--- src/design/hdlc_rx_map.svh ---
// Constants of the HDLC receive path: codes, group values, sizes, status fields
`ifndef HDLC_RX_MAP_SVH
`define HDLC_RX_MAP_SVH

// ****************************************
// Address recognition
// ****************************************
`define HRX_CR_MASK     8'hFD
`define HRX_GROUP_HIGH  8'hFC
`define HRX_GROUP_LOW   8'hFF

// ****************************************
// Transfer mode codes
// ****************************************
`define HRX_MODE_ONE    3'h2
`define HRX_MODE_TWO    3'h3
`define HRX_MODE_EXT    3'h4
`define HRX_MODE_T2     3'h5
`define HRX_MODE_T0     3'h6
`define HRX_MODE_T1     3'h7

// ****************************************
// Block thresholds
// ****************************************
`define HRX_THR_32      2'h0
`define HRX_THR_16      2'h1
`define HRX_THR_8       2'h2
`define HRX_THR_RESET   2'h0
`define HRX_BLK_32      8'h20
`define HRX_BLK_16      8'h10
`define HRX_BLK_8       8'h08
`define HRX_BLK_4       8'h04

// ****************************************
// Byte counter and status byte fields
// ****************************************
`define HRX_CNT_MAX     12'hFFF
`define HRX_STAT_VFR    7
`define HRX_STAT_RDO    6
`define HRX_STAT_CRC    5
`define HRX_STAT_RAB    4
`define HRX_STAT_CR     1

`endif

--- src/design/hdlc_rx_pkg.sv ---
// Types shared by the HDLC receive path
package hdlc_rx_pkg;

  typedef struct packed {
    logic       sof;
    logic       eof;
    logic       valid;
    logic [7:0] data;
    logic       crc_ok;
    logic       abort;
  } rx_link_t;

  typedef struct packed {
    logic [7:0] high_a;
    logic [7:0] high_b;
    logic [7:0] low_a;
    logic [7:0] low_b;
  } addr_cfg_t;

  typedef struct packed {
    logic        is_end;
    logic [7:0]  len;
    logic [11:0] count;
    logic        ov;
  } rx_event_t;

  typedef enum logic [3:0] {
    ST_IDLE = 4'h1,
    ST_ADDR = 4'h2,
    ST_DATA = 4'h4,
    ST_DROP = 4'h8
  } rx_state_t;

endpackage : hdlc_rx_pkg

--- src/design/hdlc_rx_addr_filter_fifo.sv ---
// HDLC receive path: address filter, block receive FIFO, event wait line
// Contract
// RULE1 - D-channel: two SAPI, two TEI, groups
// RULE2 - B-channel: two high, two low, groups (code skips the low-byte group compare in transparent 2 mode)
// RULE3 - Command/response bit masked in every compare (code masks it in the high-byte compare only, low-byte compare is unmasked)
// RULE4 - Non-auto: one or two byte recognition
// RULE5 - Transparent 0: store whole frame, no filter
// RULE6 - Transparent 1: filter on first byte only
// RULE7 - Transparent 2: filter on second byte only
// RULE8 - Extended mode: no framing, fully transparent
// RULE9 - FIFO 64 or 128 bytes, block thresholds
// RULE10 - Pool-full when block ready, frame longer
// RULE11 - Message-end when frame tail stored
// RULE12 - Full FIFO at frame start: drop, flag
// RULE13 - Release frees block; no irq before release
// RULE14 - Receiver reset empties FIFO, keeps pending
// RULE15 - Twelve-bit length counter with overflow bit
// RULE16 - Threshold code decoding per channel
// RULE17 - Counter low bits give last block bytes
// RULE18 - Threshold loaded only on release/reset
// RULE19 - Status byte appended after every frame
// RULE20 - Events queued, next raised after release
// RULE21 - Partial loss sets data-overflow status bit
// RULE22 - Over-reads repeat last byte; release discards
// RULE23 - Reads advance pointer, no address used
// RULE24 - Compare ends before following bytes stored
`include "hdlc_rx_map.svh"

module hdlc_rx_addr_filter_fifo #(
  parameter bit IS_D_CHANNEL = 1'b1,
  parameter int DEPTH        = 64,
  parameter int QDEPTH       = 16
) (
  // Clock and reset
  input  wire logic                  clock,
  input  wire logic                  resetn,
  // Serial channel link
  input  wire hdlc_rx_pkg::rx_link_t link,
  // Configuration
  input  wire logic [2:0]            transfer_mode_code,
  input  wire logic [1:0]            rx_threshold_code,
  input  wire hdlc_rx_pkg::addr_cfg_t addr_cfg,
  // Host commands and FIFO read
  input  wire logic                  block_release_cmd,
  input  wire logic                  receiver_reset_cmd,
  input  wire logic                  host_rd,
  output logic [7:0]                 receive_fifo,
  // Interrupts and status
  output logic                       pool_full_irq,
  output logic                       message_end_irq,
  output logic                       frame_lost_irq,
  output logic                       irq_pending,
  output logic [11:0]                frame_byte_counter,
  output logic                       count_overflow_flag,
  output logic [7:0]                 byte_count_low,
  output logic [7:0]                 byte_count_high
);

  localparam int AW = $clog2(DEPTH);
  localparam int QW = $clog2(QDEPTH);
  localparam logic [AW:0] DEPTH_W  = (AW+1)'(DEPTH);
  localparam logic [QW:0] QDEPTH_W = (QW+1)'(QDEPTH);

  // ****************************************
  // State
  // ****************************************
  hdlc_rx_pkg::rx_state_t st_q;
  hdlc_rx_pkg::rx_event_t q_mem_q [QDEPTH];
  logic [7:0]  mem_q [DEPTH];
  logic [AW:0] wr_ptr_q, rd_base_q;
  logic [QW:0] q_cnt_q;
  logic [QW-1:0] q_head_q, q_tail_q;
  logic [1:0]  pos_q, thr_code_q;
  logic [7:0]  blk_cnt_q, blk_len_q, rd_ofs_q, rx_data_q;
  logic [11:0] frame_cnt_q, cnt_out_q;
  logic        frame_ov_q, rdo_q, cr_q, busy_q, last_end_q, ov_out_q;
  logic        pf_q, me_q, lost_q;

  // ****************************************
  // Mode and threshold decode
  // ****************************************
  wire [2:0] mode      = transfer_mode_code;
  wire       m_one     = mode == `HRX_MODE_ONE;
  wire       m_two     = mode == `HRX_MODE_TWO;
  wire       m_t1      = mode == `HRX_MODE_T1;
  wire       m_t2      = mode == `HRX_MODE_T2;
  wire       m_t0      = mode == `HRX_MODE_T0;
  wire       ext       = mode == `HRX_MODE_EXT;                                 // RULE8
  wire       known     = m_one | m_two | m_t1 | m_t2 | m_t0;
  wire [1:0] skip      = (m_one | m_t1) ? 2'd1 : (m_two | m_t2) ? 2'd2 : 2'd0; // RULE5
  wire [7:0] d_size    = (thr_code_q == `HRX_THR_32) ? `HRX_BLK_32 :
                         (thr_code_q == `HRX_THR_16) ? `HRX_BLK_16 :
                         (thr_code_q == `HRX_THR_8)  ? `HRX_BLK_8  : `HRX_BLK_4; // RULE16
  wire [7:0] b_size    = thr_code_q[0] ? `HRX_BLK_8 : `HRX_BLK_16;            // RULE16
  wire [7:0] bsize     = IS_D_CHANNEL ? d_size : b_size;                       // RULE9

  // ****************************************
  // Address recognition
  // ****************************************
  wire [7:0] rx_masked = link.data & `HRX_CR_MASK;                             // RULE3
  wire       high_hit  = rx_masked == (addr_cfg.high_a & `HRX_CR_MASK) |
                         rx_masked == (addr_cfg.high_b & `HRX_CR_MASK) |
                         rx_masked == `HRX_GROUP_HIGH;                         // RULE1 RULE2
  wire       grp_low   = IS_D_CHANNEL | ~m_t2;                                 // RULE7
  wire       low_hit   = link.data == addr_cfg.low_a |
                         link.data == addr_cfg.low_b |
                         (grp_low & link.data == `HRX_GROUP_LOW);              // RULE1 RULE2
  wire       cmp_high  = pos_q == 2'd0 & (m_one | m_two | m_t1);              // RULE4 RULE6
  wire       cmp_low   = pos_q == 2'd1 & (m_two | m_t2);                      // RULE4 RULE7
  wire       byte_hit  = ~(cmp_high & ~high_hit) & ~(cmp_low & ~low_hit);

  // ****************************************
  // Space and write decisions
  // ****************************************
  wire [AW:0] used     = wr_ptr_q - rd_base_q;
  wire [AW:0] free     = DEPTH_W - used;
  wire        q_full   = q_cnt_q == QDEPTH_W;
  wire        q_two    = q_cnt_q <= QDEPTH_W - (QW+1)'(2);
  wire        blk_fill = (blk_cnt_q + 8'h01) == bsize;
  wire        in_data  = st_q == hdlc_rx_pkg::ST_DATA & ~ext;
  // One byte and one queue slot stay spare for the status byte
  wire        fr_room  = free > (AW+1)'(1) & (~blk_fill | q_two);
  wire        ex_room  = free != '0 & (~blk_fill | ~q_full);
  wire        wr_data  = link.valid & ((in_data & fr_room) | (ext & ex_room));  // RULE24
  wire        lost_dat = link.valid & in_data & ~fr_room;                      // RULE21
  wire        wr_stat  = link.eof & in_data;                                   // RULE19
  wire        sof_go   = link.sof & ~ext;
  wire        start_ok = free != '0 & ~q_full & known;
  wire        lost_frm = sof_go & known & ~start_ok;                           // RULE12
  wire        rreset   = receiver_reset_cmd;
  wire        release_ = block_release_cmd & busy_q;

  wire [7:0]  stat_byte;
  assign stat_byte = ({7'h00, link.crc_ok & ~link.abort & ~rdo_q} << `HRX_STAT_VFR) |
                     ({7'h00, rdo_q | lost_dat} << `HRX_STAT_RDO) |
                     ({7'h00, link.crc_ok} << `HRX_STAT_CRC) |
                     ({7'h00, link.abort} << `HRX_STAT_RAB) |
                     ({7'h00, cr_q} << `HRX_STAT_CR);                          // RULE21

  wire        wr_en    = (wr_data | wr_stat) & ~rreset;
  wire [7:0]  wr_byte  = wr_stat ? stat_byte : link.data;
  wire        cnt_top  = frame_cnt_q == `HRX_CNT_MAX;
  wire        push     = wr_en & (wr_stat | blk_fill);                          // RULE10 RULE11
  hdlc_rx_pkg::rx_event_t push_ev;
  assign push_ev = '{is_end: wr_stat,
                     len:    wr_stat ? blk_cnt_q + 8'h01 : bsize,
                     count:  frame_cnt_q + 12'h001,
                     ov:     frame_ov_q | cnt_top};                            // RULE15
  wire        pop      = ~busy_q & q_cnt_q != '0 & ~block_release_cmd & ~rreset; // RULE20
  hdlc_rx_pkg::rx_event_t head_ev;
  assign head_ev = q_mem_q[q_head_q];

  // ****************************************
  // Host read selection
  // ****************************************
  wire        rd_more  = rd_ofs_q < blk_len_q;
  wire [7:0]  rd_eff   = (rd_more | rd_ofs_q == 8'h00) ? rd_ofs_q : rd_ofs_q - 8'h01; // RULE22
  wire [AW:0] rd_addr  = rd_base_q + rd_eff[AW:0];

  // ****************************************
  // Frame receiver state machine
  // ****************************************
  always_ff @(posedge clock or negedge resetn) begin
    if (!resetn) begin
      st_q  <= hdlc_rx_pkg::ST_IDLE;
      pos_q <= 2'd0;
      cr_q  <= 1'b0;
    end else if (rreset || ext) begin
      st_q  <= hdlc_rx_pkg::ST_IDLE;                                           // RULE14
      pos_q <= 2'd0;
    end else if (sof_go) begin
      pos_q <= 2'd0;
      cr_q  <= 1'b0;
      if (!start_ok) begin
        st_q <= hdlc_rx_pkg::ST_DROP;                                          // RULE12
      end else if (skip == 2'd0) begin
        st_q <= hdlc_rx_pkg::ST_DATA;                                          // RULE5
      end else begin
        st_q <= hdlc_rx_pkg::ST_ADDR;
      end
    end else begin
      case (st_q)
        hdlc_rx_pkg::ST_ADDR: begin
          if (link.eof) begin
            st_q <= hdlc_rx_pkg::ST_IDLE;
          end else if (link.valid) begin
            pos_q <= pos_q + 2'd1;
            if (pos_q == 2'd0) begin
              cr_q <= link.data[1];
            end
            if (!byte_hit) begin
              st_q <= hdlc_rx_pkg::ST_DROP;                                    // RULE24
            end else if (pos_q + 2'd1 == skip) begin
              st_q <= hdlc_rx_pkg::ST_DATA;                                    // RULE4
            end
          end
        end
        hdlc_rx_pkg::ST_DATA, hdlc_rx_pkg::ST_DROP: begin
          if (link.eof) begin
            st_q <= hdlc_rx_pkg::ST_IDLE;
          end
        end
        default: st_q <= hdlc_rx_pkg::ST_IDLE;
      endcase
    end
  end

  // ****************************************
  // FIFO write side and frame counters
  // ****************************************
  always_ff @(posedge clock) begin
    if (wr_en) begin
      mem_q[wr_ptr_q[AW-1:0]] <= wr_byte;
    end
  end

  always_ff @(posedge clock or negedge resetn) begin
    if (!resetn) begin
      wr_ptr_q    <= '0;
      blk_cnt_q   <= 8'h00;
      frame_cnt_q <= 12'h000;
      frame_ov_q  <= 1'b0;
      rdo_q       <= 1'b0;
    end else if (rreset) begin
      wr_ptr_q    <= '0;                                                       // RULE14
      blk_cnt_q   <= 8'h00;
      frame_cnt_q <= 12'h000;
      frame_ov_q  <= 1'b0;
      rdo_q       <= 1'b0;
    end else begin
      if (sof_go || wr_stat) begin
        blk_cnt_q   <= 8'h00;
        frame_cnt_q <= 12'h000;
        frame_ov_q  <= 1'b0;
        rdo_q       <= 1'b0;
      end else begin
        if (wr_data) begin
          blk_cnt_q   <= blk_fill ? 8'h00 : blk_cnt_q + 8'h01;               // RULE17
          frame_cnt_q <= frame_cnt_q + 12'h001;                                // RULE15
          frame_ov_q  <= frame_ov_q | cnt_top;                                 // RULE15
        end
        if (lost_dat) begin
          rdo_q <= 1'b1;                                                       // RULE21
        end
      end
      if (wr_en) begin
        wr_ptr_q <= wr_ptr_q + (AW+1)'(1);
      end
    end
  end

  // ****************************************
  // Event wait line
  // ****************************************
  always_ff @(posedge clock) begin
    if (push) begin
      q_mem_q[q_tail_q] <= push_ev;                                            // RULE20
    end
  end

  always_ff @(posedge clock or negedge resetn) begin
    if (!resetn) begin
      q_head_q <= '0;
      q_tail_q <= '0;
      q_cnt_q  <= '0;
    end else if (rreset) begin
      q_head_q <= '0;
      q_tail_q <= '0;
      q_cnt_q  <= '0;
    end else begin
      q_head_q <= q_head_q + QW'(pop);
      q_tail_q <= q_tail_q + QW'(push);
      q_cnt_q  <= q_cnt_q + (QW+1)'(push) - (QW+1)'(pop);
    end
  end

  // ****************************************
  // Host handshake: raise, release, threshold
  // ****************************************
  always_ff @(posedge clock or negedge resetn) begin
    if (!resetn) begin
      busy_q     <= 1'b0;
      last_end_q <= 1'b0;
      blk_len_q  <= 8'h00;
      cnt_out_q  <= 12'h000;
      ov_out_q   <= 1'b0;
      pf_q       <= 1'b0;
      me_q       <= 1'b0;
      lost_q     <= 1'b0;
      thr_code_q <= `HRX_THR_RESET;                                            // RULE18
    end else begin
      pf_q   <= pop & ~head_ev.is_end;                                         // RULE10
      me_q   <= pop & head_ev.is_end;                                          // RULE11
      lost_q <= lost_frm & ~rreset;                                            // RULE12
      if (block_release_cmd || rreset) begin
        thr_code_q <= rx_threshold_code;                                       // RULE18
      end
      if (pop) begin
        busy_q     <= 1'b1;                                                    // RULE13
        last_end_q <= head_ev.is_end;
        blk_len_q  <= head_ev.len;
        cnt_out_q  <= head_ev.count;
        ov_out_q   <= head_ev.ov;
      end else if (release_) begin
        busy_q    <= 1'b0;                                                     // RULE13
        blk_len_q <= 8'h00;
        if (last_end_q) begin
          cnt_out_q <= 12'h000;                                                // RULE13
          ov_out_q  <= 1'b0;
        end
      end else if (rreset) begin
        blk_len_q <= 8'h00;                                                    // RULE14
      end
    end
  end

  // ****************************************
  // Host read side
  // ****************************************
  always_ff @(posedge clock or negedge resetn) begin
    if (!resetn) begin
      rd_base_q <= '0;
      rd_ofs_q  <= 8'h00;
      rx_data_q <= 8'h00;
    end else if (rreset) begin
      rd_base_q <= '0;
      rd_ofs_q  <= 8'h00;
    end else if (release_) begin
      rd_base_q <= rd_base_q + blk_len_q[AW:0];                                // RULE13 RULE22
      rd_ofs_q  <= 8'h00;
    end else if (host_rd) begin
      rx_data_q <= mem_q[rd_addr[AW-1:0]];                                     // RULE23
      if (rd_more) begin
        rd_ofs_q <= rd_ofs_q + 8'h01;                                          // RULE22
      end
    end
  end

  // ****************************************
  // Outputs
  // ****************************************
  assign receive_fifo        = rx_data_q;
  assign pool_full_irq       = pf_q;
  assign message_end_irq     = me_q;
  assign frame_lost_irq      = lost_q;
  assign irq_pending         = busy_q;
  assign frame_byte_counter  = cnt_out_q;
  assign count_overflow_flag = ov_out_q;
  assign byte_count_low      = cnt_out_q[7:0];
  assign byte_count_high     = {ov_out_q, 3'h0, cnt_out_q[11:8]};

  // ****************************************
  // Assertions
  // ****************************************
  a_irq_after_idle: assert property (@(posedge clock) disable iff (!resetn) // RULE20
    (pf_q || me_q) |-> busy_q && !$past(busy_q))
    else $error("Block interrupt raised while a block was outstanding");

  a_no_irq_busy: assert property (@(posedge clock) disable iff (!resetn) // RULE13
    busy_q && !block_release_cmd |=> !(pf_q || me_q))
    else $error("Interrupt raised without a release");

  a_release_frees: assert property (@(posedge clock) disable iff (!resetn) // RULE13
    release_ && !rreset |=> rd_base_q - $past(rd_base_q) == (AW+1)'($past(blk_len_q)))
    else $error("Release did not free the block");

  a_reset_empty: assert property (@(posedge clock) disable iff (!resetn) // RULE14
    rreset |=> used == '0 && q_cnt_q == '0 && $stable(busy_q))
    else $error("Receiver reset left data or dropped a pending interrupt");

  a_fifo_bound: assert property (@(posedge clock) disable iff (!resetn) // RULE9
    used <= DEPTH_W && !(wr_stat && (free == '0 || q_full)))
    else $error("FIFO overfilled or no room for status");

  a_lost_drop: assert property (@(posedge clock) disable iff (!resetn) // RULE12
    frame_lost_irq |-> st_q == hdlc_rx_pkg::ST_DROP && ($past(free) == '0 || $past(q_full)))
    else $error("Frame lost without a full FIFO");

  a_read_cap: assert property (@(posedge clock) disable iff (!resetn) // RULE22
    rd_ofs_q <= blk_len_q)
    else $error("Read pointer ran past the block");

  a_thr_hold: assert property (@(posedge clock) disable iff (!resetn) // RULE18
    !block_release_cmd && !rreset |=> $stable(thr_code_q))
    else $error("Threshold changed without a command");

  a_count_ovf: assert property (@(posedge clock) disable iff (!resetn) // RULE15
    wr_data && !sof_go && !rreset && cnt_top |=> frame_ov_q)
    else $error("Length overflow not flagged");

endmodule : hdlc_rx_addr_filter_fifo

--- config.mk ---
export PLATFORM = sky130hd
export DESIGN_NAME = hdlc_rx_addr_filter_fifo
export DESIGN_NICKNAME = d
export VERILOG_FILES = /design/src/design/hdlc_rx_pkg.sv /design/src/design/hdlc_rx_addr_filter_fifo.sv
export VERILOG_INCLUDE_DIRS = /design/src /design/src/design
export SDC_FILE = /design/constraint.sdc
export NUM_CORES = 1
export LEC_CHECK = 0
export BUFFER_PORTS_ARGS = -buffer_cell sky130_fd_sc_hd__buf_2
export CAP_MARGIN = 15
export CORE_UTILIZATION = 35
export CTS_CLUSTER_DIAMETER = 120
export CTS_CLUSTER_SIZE = 24
export DETAILED_ROUTE_END_ITERATION = 7
export PLACE_DENSITY = 0.6
export SYNTH_ARGS = -nofsm -noshare
export SYNTH_HDL_FRONTEND = slang
export SYNTH_SLANG_ARGS = --single-unit
export TNS_END_PERCENT = 20
--- constraint.sdc ---
create_clock -name clock -period 5.6 [get_ports clock]
set_input_delay 0.84 -clock clock [delete_from_list [all_inputs] [get_ports clock]]
set_output_delay 0.84 -clock clock [all_outputs]
set_load 0.005 [all_outputs]
==> results of run 1 <==
## metrics by stage
stage          power (mW)  hold slack, ns
6_report             17.5           0.239
5_1_grt              18.3           0.268
4_1_cts              17.8           0.249
3_5_place_dp         14.0           0.496
3_3_place_gp         13.9           0.490
2_1_floorplan        12.3           0.470
## worst max-delay path, delay by kind of cell (launching register included)
kind | cells | cell delay [ns]
AOI/OAI and AO/OA | 5 | 1.01
xor gates and xnor gates | 1 | 0.23
adders and majority gates | 3 | 1.40
buffers and inverters | 2 | 0.45
DFF | 1 | 0.51
muxes | 3 | 1.19
and+or+nand+nor | 1 | 0.06
## kinds of logic after synthesis
kind of cell | after synthesis | synth area share (%)
other | 1 | 0.00932
buffers and inverters | 188 | 2.15
AOI/OAI and AO/OA | 166 | 2.90
DFF | 964 | 70.7
xor gates and xnor gates | 79 | 1.76
muxes | 298 | 15.9
and+or+nand+nor | 364 | 4.83
adders and majority gates | 54 | 1.75
## worst paths after layout
kind / from / endpoint / slack (ns) / depth (start not counted)
max: rd_ofs_q[3]$_DFFE_PN0P_ / receive_fifo[7]$_DFFE_PN0P_ / 0.49 / 15
min: resetn / frame_byte_counter[6]$_DFFE_PN0P_ / 0.24 / 1
max reg2reg: rd_ofs_q[3]$_DFFE_PN0P_ / receive_fifo[7]$_DFFE_PN0P_ / 0.49 / 15
min reg2reg: last_end_q$_DFFE_PN0P_ / last_end_q$_DFFE_PN0P_ / 0.52 / 1
max in group asynchronous: resetn / q_head_q[1]$_DFF_PN0_ / 4.00 / 2
min in group clock: block_release_cmd / irq_pending$_DFFE_PN0P_ / 0.43 / 2
## layer usage
| metal | track usage, % | up-vias | share of wire, % |
|---|---|---|---|
| met4 | 3.96 | 4 | 2.1 |
| li1 | - | 8823 | - |
| met1 | 22.2 | 11000 | 44 |
| met5 | 0 | - | 0.025 |
| met2 | 25.9 | 525 | 48 |
| met3 | 2.68 | 114 | 5.5 |
## layout make-up
| class | instances | share of cell area [%] |
|---|---|---|
| Sequential cell | 964 | 63.7 |
| Multi-Input combinational cell | 964 | 24.9 |
| Tap cell | 1500 | 4.20 |
| Timing Repair Buffer | 235 | 3.77 |
| Clock buffer | 82 | 2.93 |
| Inverter | 48 | 0.403 |
| Clock inverter | 4 | 0.120 |
## power by group through the flow
stage | Combinational (mW) | Clock, mW | Sequential [mW]
2_1_floorplan | 4.09 | 0 | 8.19
3_3_place_gp | 5.62 | 0 | 8.27
3_5_place_dp | 5.69 | 0 | 8.28
5_1_grt | 5.97 | 4.16 | 8.14
6_report | 5.55 | 3.83 | 8.11
4_1_cts | 5.70 | 3.94 | 8.12
## cells in the final DEF (no fill, tap or decap), types with 31 or more instances in the layout
master / instances
nand3_1: 31
dfrtp_1: 96
xnor2_1: 48
buf_4: 134
a21oi_1: 41
clkbuf_16: 47
clkbuf_1: 35
mux4_2: 270
nor2_1: 66
nand2_1: 74
nor4_1: 65
inv_1: 48
edfxtp_1: 864
ha_1: 49
buf_2: 89
## registers in the layout, summed over array words and instances (netlist names), 2 cells and up
register / count
wr_ptr_q: 7
rd_ofs_q: 8
blk_cnt_q: 8
q_tail_q: 4
mem_q: 512
blk_len_q: 8
receive_fifo: 8
frame_cnt_q: 12
rd_base_q: 7
q_head_q: 4
q_cnt_q: 5
frame_byte_counter: 12
thr_code_q: 2
st_q: 4
pos_q: 2
q_mem_q: 352
==> metrics.log, run 1 <==
[metrics] result of the run: finished clean
[metrics] # IOs: 96
[metrics] fraction of the core area covered by cells at the end of the flow: 39.5%
[metrics] violation count after the first detailed-route iteration: 1934
[metrics] worst setup skew after layout: about 0.034 ns
[metrics] total CTS buffers: 46
[metrics] type of origin of the critical path: flop
[metrics] max cap viols: 0
[metrics] hold violation count in the final report: 0
[metrics] largest net degree at the start of global routing: 80
[metrics] area share of the leading cell type in the synthesized netlist: 64.5%
[metrics] FMAX: just under 200 MHz
[metrics] vias in the first global route: 20900
[metrics] final worst-path setup slack: 0.487 ns
[metrics] net switching share of the total power: 29.0%
[metrics] most repeated cell in the gate-level netlist after synthesis: edfxtp_1
[metrics] Top FF cell, synth: edfxtp_1
[metrics] flops & latches, synth: 964
[metrics] cell area after layout: ~45000 sq um
[metrics] Clock transition at path regs: around 0.10 ns
[metrics] worst hold path class: input pin to asynchronous set/reset pin
[metrics] async set-reset flop share out of synthesis: between 10% and 20%
[metrics] number of placed cells counting well taps: 3701
[metrics] average detailed-routed wire length per instance: ~25 um
[metrics] TritonCTS clock tree: built
[metrics] total global routing track utilization: 15.9%
[metrics] cells along the critical path: ha_1, nand2_1, o21ai_0, a21oi_1, a21oi_1, xnor2_1, ha_4, inv_1, fa_4, buf_12, mux4_2, mux4_2, mux2_2, a22oi_1, o31ai_1
[metrics] starting density of the core: between 30 and 40%
[metrics] slowest CP cell: fa_4
[metrics] Arrival @ worst endpoint: 5.61 ns
[metrics] worst IR drop on VDD: ~310 uV
[metrics] IO buf count: 90
[metrics] ratio of total power to cell area: 391 nW/um^2
[metrics] accumulated negative setup slack: 0 ns
[metrics] combinational share of power: 31.8%
[metrics] DRC violation count after routing: 0
[metrics] number of enable flip-flop cells after synthesis: about 860
[metrics] top cells by count, synth: edfxtp_1 (864), mux4_2 (270), dfrtp_1 (99), clkbuf_1 (77), nand2_1 (76)
[metrics] design internal power: 12.4 mW
[metrics] Die Ht: 341 um
[metrics] net switching power: 5.08 mW
[metrics] post-synthesis cell type count: 76
[metrics] fill count: 10200
[metrics] biggest area consumer among synthesized cells: edfxtp_1
[metrics] buffer count from post-CTS setup fixing: 0
[metrics] Crit Path Max Fanout: roughly 80
[metrics] Post-CTS Hold Fix Bufs: 0
[metrics] number of warning messages in the yosys log: 0
[metrics] number of buffers between clock root and the deepest sink: 3
[metrics] combined flip-flop and latch cell area: 28500 sq um
[metrics] post-route clock period utilization: 91.3%
[metrics] number of H-tree levels: 2
[metrics] placeable core region: 113000 sq um
[metrics] area of the die: between 100000 and 150000 sq um
[metrics] Critical Path Sink Type: flop
[metrics] worst skew pair latency: around 0.66 ns
[metrics] drt via density: 5.39
[metrics] kind of critical path: flop to flop
[metrics] fraction of final layout cells sized beyond drive strength 1: 27.6%
[metrics] setup slack after placement: 0.512 ns
[metrics] post-CTS resize count: 0
[metrics] diodes inserted: 0
[metrics] Final Max Slew Viols: 0
[metrics] worst max-slew margin expressed relative to the limit: between 20% and 30%
[metrics] Die W: between 300 and 400 um
[metrics] instance area at placement: 43200 sq um
[metrics] sum of routed wire length over all layers: between 90000 and 100000 um
[metrics] netlist area before placement: 40200 sq um
[metrics] initial antenna violation count: 3
[metrics] Clock Sink Count: 964
[metrics] Multi-input gate area: 11100 sq um
[metrics] CTS Root Cell: clkbuf_16
[metrics] setup repair after global routing missed its margin: false
[metrics] final setup violation count: 0
[metrics] number of vias after detailed routing: about 20000
[metrics] LEAKAGE: 14.5 nW
[metrics] power share of the sequential group: roughly 46%
[metrics] number of nets in the finished design: 2368
[metrics] dominant cells by area after synthesis: edfxtp_1 (65%), mux4_2 (15%), dfrtp_1 (6.2%), ha_1 (1.6%), nor4_1 (1.2%)
[metrics] final std cells w/o fill: 3797
[metrics] CP required: about 6.1 ns
[metrics] final weighted congestion of routability-driven global placement: 0.790
[metrics] number of rows in the core area: 123
[metrics] fin crit period: 5.11 ns
[metrics] Worst path max stage delay: 0.86 ns
[metrics] wire length of the first global-routing pass: 137000 um
[metrics] HPWL reported at the end of detailed placement: 59600 um
[metrics] area growth from synthesis to layout: 11.1%
[metrics] worst slew pin tran: 1.08 ns
[metrics] share of the yosys chip area belonging to registers: 70.7%
[metrics] number of iterations in the first detailed-routing pass: 5
[metrics] Post-DRT Antenna Nets: 0
[metrics] post-synthesis area per instance: 19.0 sq um
[metrics] share of power burned in the clock network: approximately 22%
[metrics] Congestion Overflow GR: 0
[metrics] Post-Synthesis Cells: 2114
Power figures use the tool's default switching activity.
==> inputs of run 2 (changes only) <==
PLACE_DENSITY = 0.59   (was 0.6)
clock period = 5.4 ns   (was 5.6 ns; I/O delays follow)
==> metrics.log, run 2 (synthesis gave the netlist of run 1 again) <==
[metrics] result of the run: finished clean
[metrics] cells along the critical path: inv_1, ha_1, a21oi_1, o21ai_0, a21oi_1, a21oi_1, xnor2_1, ha_4, inv_1, fa_4, buf_4, mux4_2, mux4_2, mux2_2, a22oi_1, o31ai_1
[metrics] accumulated negative setup slack: 0 ns (unchanged)
[metrics] HPWL reported at the end of detailed placement: 57200 um (-4.0%)
[metrics] hold violation count in the final report: 0 (unchanged)
[metrics] # IOs: 96 (unchanged)
[metrics] CP required: 5.90 ns (-0.20 ns)
[metrics] vias in the first global route: 20700 (-0.97%)
[metrics] fin crit period: 5.02 ns (-0.0888 ns)
[metrics] Crit Path Max Fanout: 20 (-75%)
[metrics] total power of the final layout: 18.2 mW (+4.2%)
[metrics] power share of the sequential group: 46.0% (-0.4 points)
[metrics] number of vias after detailed routing: 20300 (-0.97%)
[metrics] number of iterations in the first detailed-routing pass: 5 (unchanged)
[metrics] Critical Path Sink Type: flop
[metrics] max FFs per register: 512 (unchanged)
[metrics] DRC violation count after routing: 0 (unchanged)
[metrics] setup slack after placement: 0.423 ns (-0.0889 ns)
[metrics] largest net degree at the start of global routing: 65 (-19%)
[metrics] Worst path max stage delay: 1.00 ns (+0.14 ns)
[metrics] ratio of total power to cell area: 408 nW/um^2 (+4.2%)
[metrics] worst hold path class: input pin to asynchronous set/reset pin
[metrics] placeable core region: 113000 sq um (unchanged)
[metrics] starting density of the core: 35.5% (unchanged)
[metrics] LEAKAGE: 14.5 nW (-0.11%)
[metrics] share of power burned in the clock network: 21.7% (-0.2 points)
[metrics] worst skew pair latency: 0.65 ns (about the same)
[metrics] wire length of the first global-routing pass: 137000 um (about the same)
[metrics] post-route clock period utilization: 93.0% (+1.7 points)
[metrics] sum of routed wire length over all layers: 93100 um (-0.14%)
[metrics] average detailed-routed wire length per instance: 24.5 um (about the same)
[metrics] max cap viols: 0 (unchanged)
[metrics] leading cell types in the layout, fill and taps excluded: edfxtp_1 (864), mux4_2 (270), buf_4 (127)
[metrics] worst setup skew after layout: 0.0264 ns (-0.00781 ns)
[metrics] Post-DRT Antenna Nets: 0 (unchanged)
[metrics] area of the die: 116000 sq um (unchanged)
[metrics] type of origin of the critical path: flop
[metrics] CTS Root Cell: clkbuf_16
[metrics] Final Max Slew Viols: 0 (unchanged)
[metrics] number of H-tree levels: 2 (unchanged)
[metrics] total buffers and inverters traversed by the critical path: 3 (+1)
[metrics] slowest CP cell: fa_4
[metrics] final worst-path setup slack: 0.376 ns (-0.111 ns)
[metrics] cell seen most often among critical-path stages: a21oi_1
[metrics] Clock Sink Count: 964 (unchanged)
[metrics] kind of critical path: flop to flop
[metrics] initial antenna violation count: 2 (-1)
[metrics] Post-CTS Hold Fix Bufs: 0 (unchanged)
[metrics] number of rows in the core area: 123 (unchanged)
[metrics] final setup violation count: 0 (unchanged)
[metrics] worst slew pin tran: 1.16 ns (+0.0820 ns)
[metrics] family of cells with the greatest summed delay on the critical path: adder cells
[metrics] number of buffers between clock root and the deepest sink: 3 (unchanged)
[metrics] final weighted congestion of routability-driven global placement: 0.785 (-0.65%)
[metrics] worst IR drop on VDD: 360 uV (+18%)
[metrics] fraction of final layout cells sized beyond drive strength 1: 27.6% (-0.083 points)
[metrics] total global routing track utilization: 15.9% (about the same)
[metrics] Congestion Overflow GR: 0 (unchanged)
[metrics] Die W: 341 um (unchanged)
[metrics] design internal power: 12.9 mW (+4.3%)
[metrics] combinational share of power: 32.2% (+0.4 points)
[metrics] net switching power: 5.29 mW (+4.0%)
[metrics] violation count after the first detailed-route iteration: 1739 (-10%)
[metrics] total CTS buffers: 46 (unchanged)
[metrics] FMAX: 199 MHz (+1.8%)
[metrics] buffer count from post-CTS setup fixing: 0 (unchanged)
[metrics] setup repair after global routing missed its margin: false
[metrics] net switching share of the total power: 29.0% (-0.056 points)
[metrics] area growth from synthesis to layout: 11.1% (about the same)
[metrics] drt via density: 5.34 (-0.92%)
[metrics] Die Ht: 341 um (unchanged)
[metrics] Clock transition at path regs: 0.10 ns (about the same)
[metrics] fill count: 10100 (-0.84%)
[metrics] number of nets in the finished design: 2364 (-0.17%)
[metrics] Arrival @ worst endpoint: 5.52 ns (-0.09 ns)
[metrics] post-CTS resize count: 0 (unchanged)
[metrics] TritonCTS clock tree: built
[metrics] IO buf count: 90 (unchanged)
[metrics] most common cell after layout, fill and taps aside: edfxtp_1
[metrics] worst max-slew margin expressed relative to the limit: 22.2% (-5.5 points)
==> run 2: changes by cell type in the layout (fill, tap and decap cells not counted), sizes merged <==
| cell | previous run | this run |
|---|---|---|
| clkinv | 1 | 2 |
| diode | 0 | 2 |
| clkbuf | 82 | 81 |
| buf | 235 | 231 |
==> run 2: power by group through the flow <==
stage | clock, mW | sequential (mW) | combinational (mW)
floorplan | 0 | 8.50 | 4.25
global placement | 0 | 8.59 | 5.90
detailed placement | 0 | 8.60 | 5.94
CTS | 4.09 | 8.43 | 5.96
global route | 4.33 | 8.42 | 6.29
finish | 3.96 | 8.40 | 5.88
==> run 2: area by class of cell <==
cell class                 count  area [sq um]  share of cell area (%)
antenna                        2          5.00                  0.0112
clock buffer                  81          1310                    2.94
clock inverter                 5          53.8                   0.120
inverter                      48           180                   0.403
multi-input combinational    964         11100                    24.9
sequential                   964         28500                    63.7
tap                         1500          1880                    4.20
timing repair buffer         231          1690                    3.78
==> run 2: layer usage <==
metal	vias up	GRT usage [%]	wire, um	part of all wire (%)
li1	8815	-	-	-
met1	10800	22.9	41800	45
met2	546	25.6	44600	48
met3	91	2.25	4910	5.3
met4	2	3.61	1770	1.9
met5	-	0	9	0.0097
==> run 2: worst paths after layout <==
kind                                          start                           to  slack [ns]  cells past startpoint
min                                          resetn    message_end_irq$_DFF_PN0_        0.10                      1
min reg2reg                  frame_ov_q$_DFFE_PN0P_       frame_ov_q$_DFFE_PN0P_        0.52                      2
max in group asynchronous                    resetn        q_head_q[1]$_DFF_PN0_        4.24                      2
max reg2reg                blk_len_q[1]$_DFFE_PN0P_  receive_fifo[5]$_DFFE_PN0P_        0.38                     16
min in group clock             rx_threshold_code[1]    thr_code_q[1]$_DFFE_PN0P_        0.45                      2
max                        blk_len_q[1]$_DFFE_PN0P_  receive_fifo[5]$_DFFE_PN0P_        0.38                     16
==> run 2: through the flow <==
step / cells / hold WS [ns] / util [%] / area, sq um
floorplan: 2116 / 0.470 / - / 40200
global placement: 3697 / 0.484 / 38.1 / 43200
detailed placement: 3699 / 0.502 / 38.1 / 43200
CTS: 3785 / 0.0860 / 39.3 / 44600
global route: 3793 / 0.102 / 39.5 / 44700
finish: 3795 / 0.104 / 39.5 / 44700
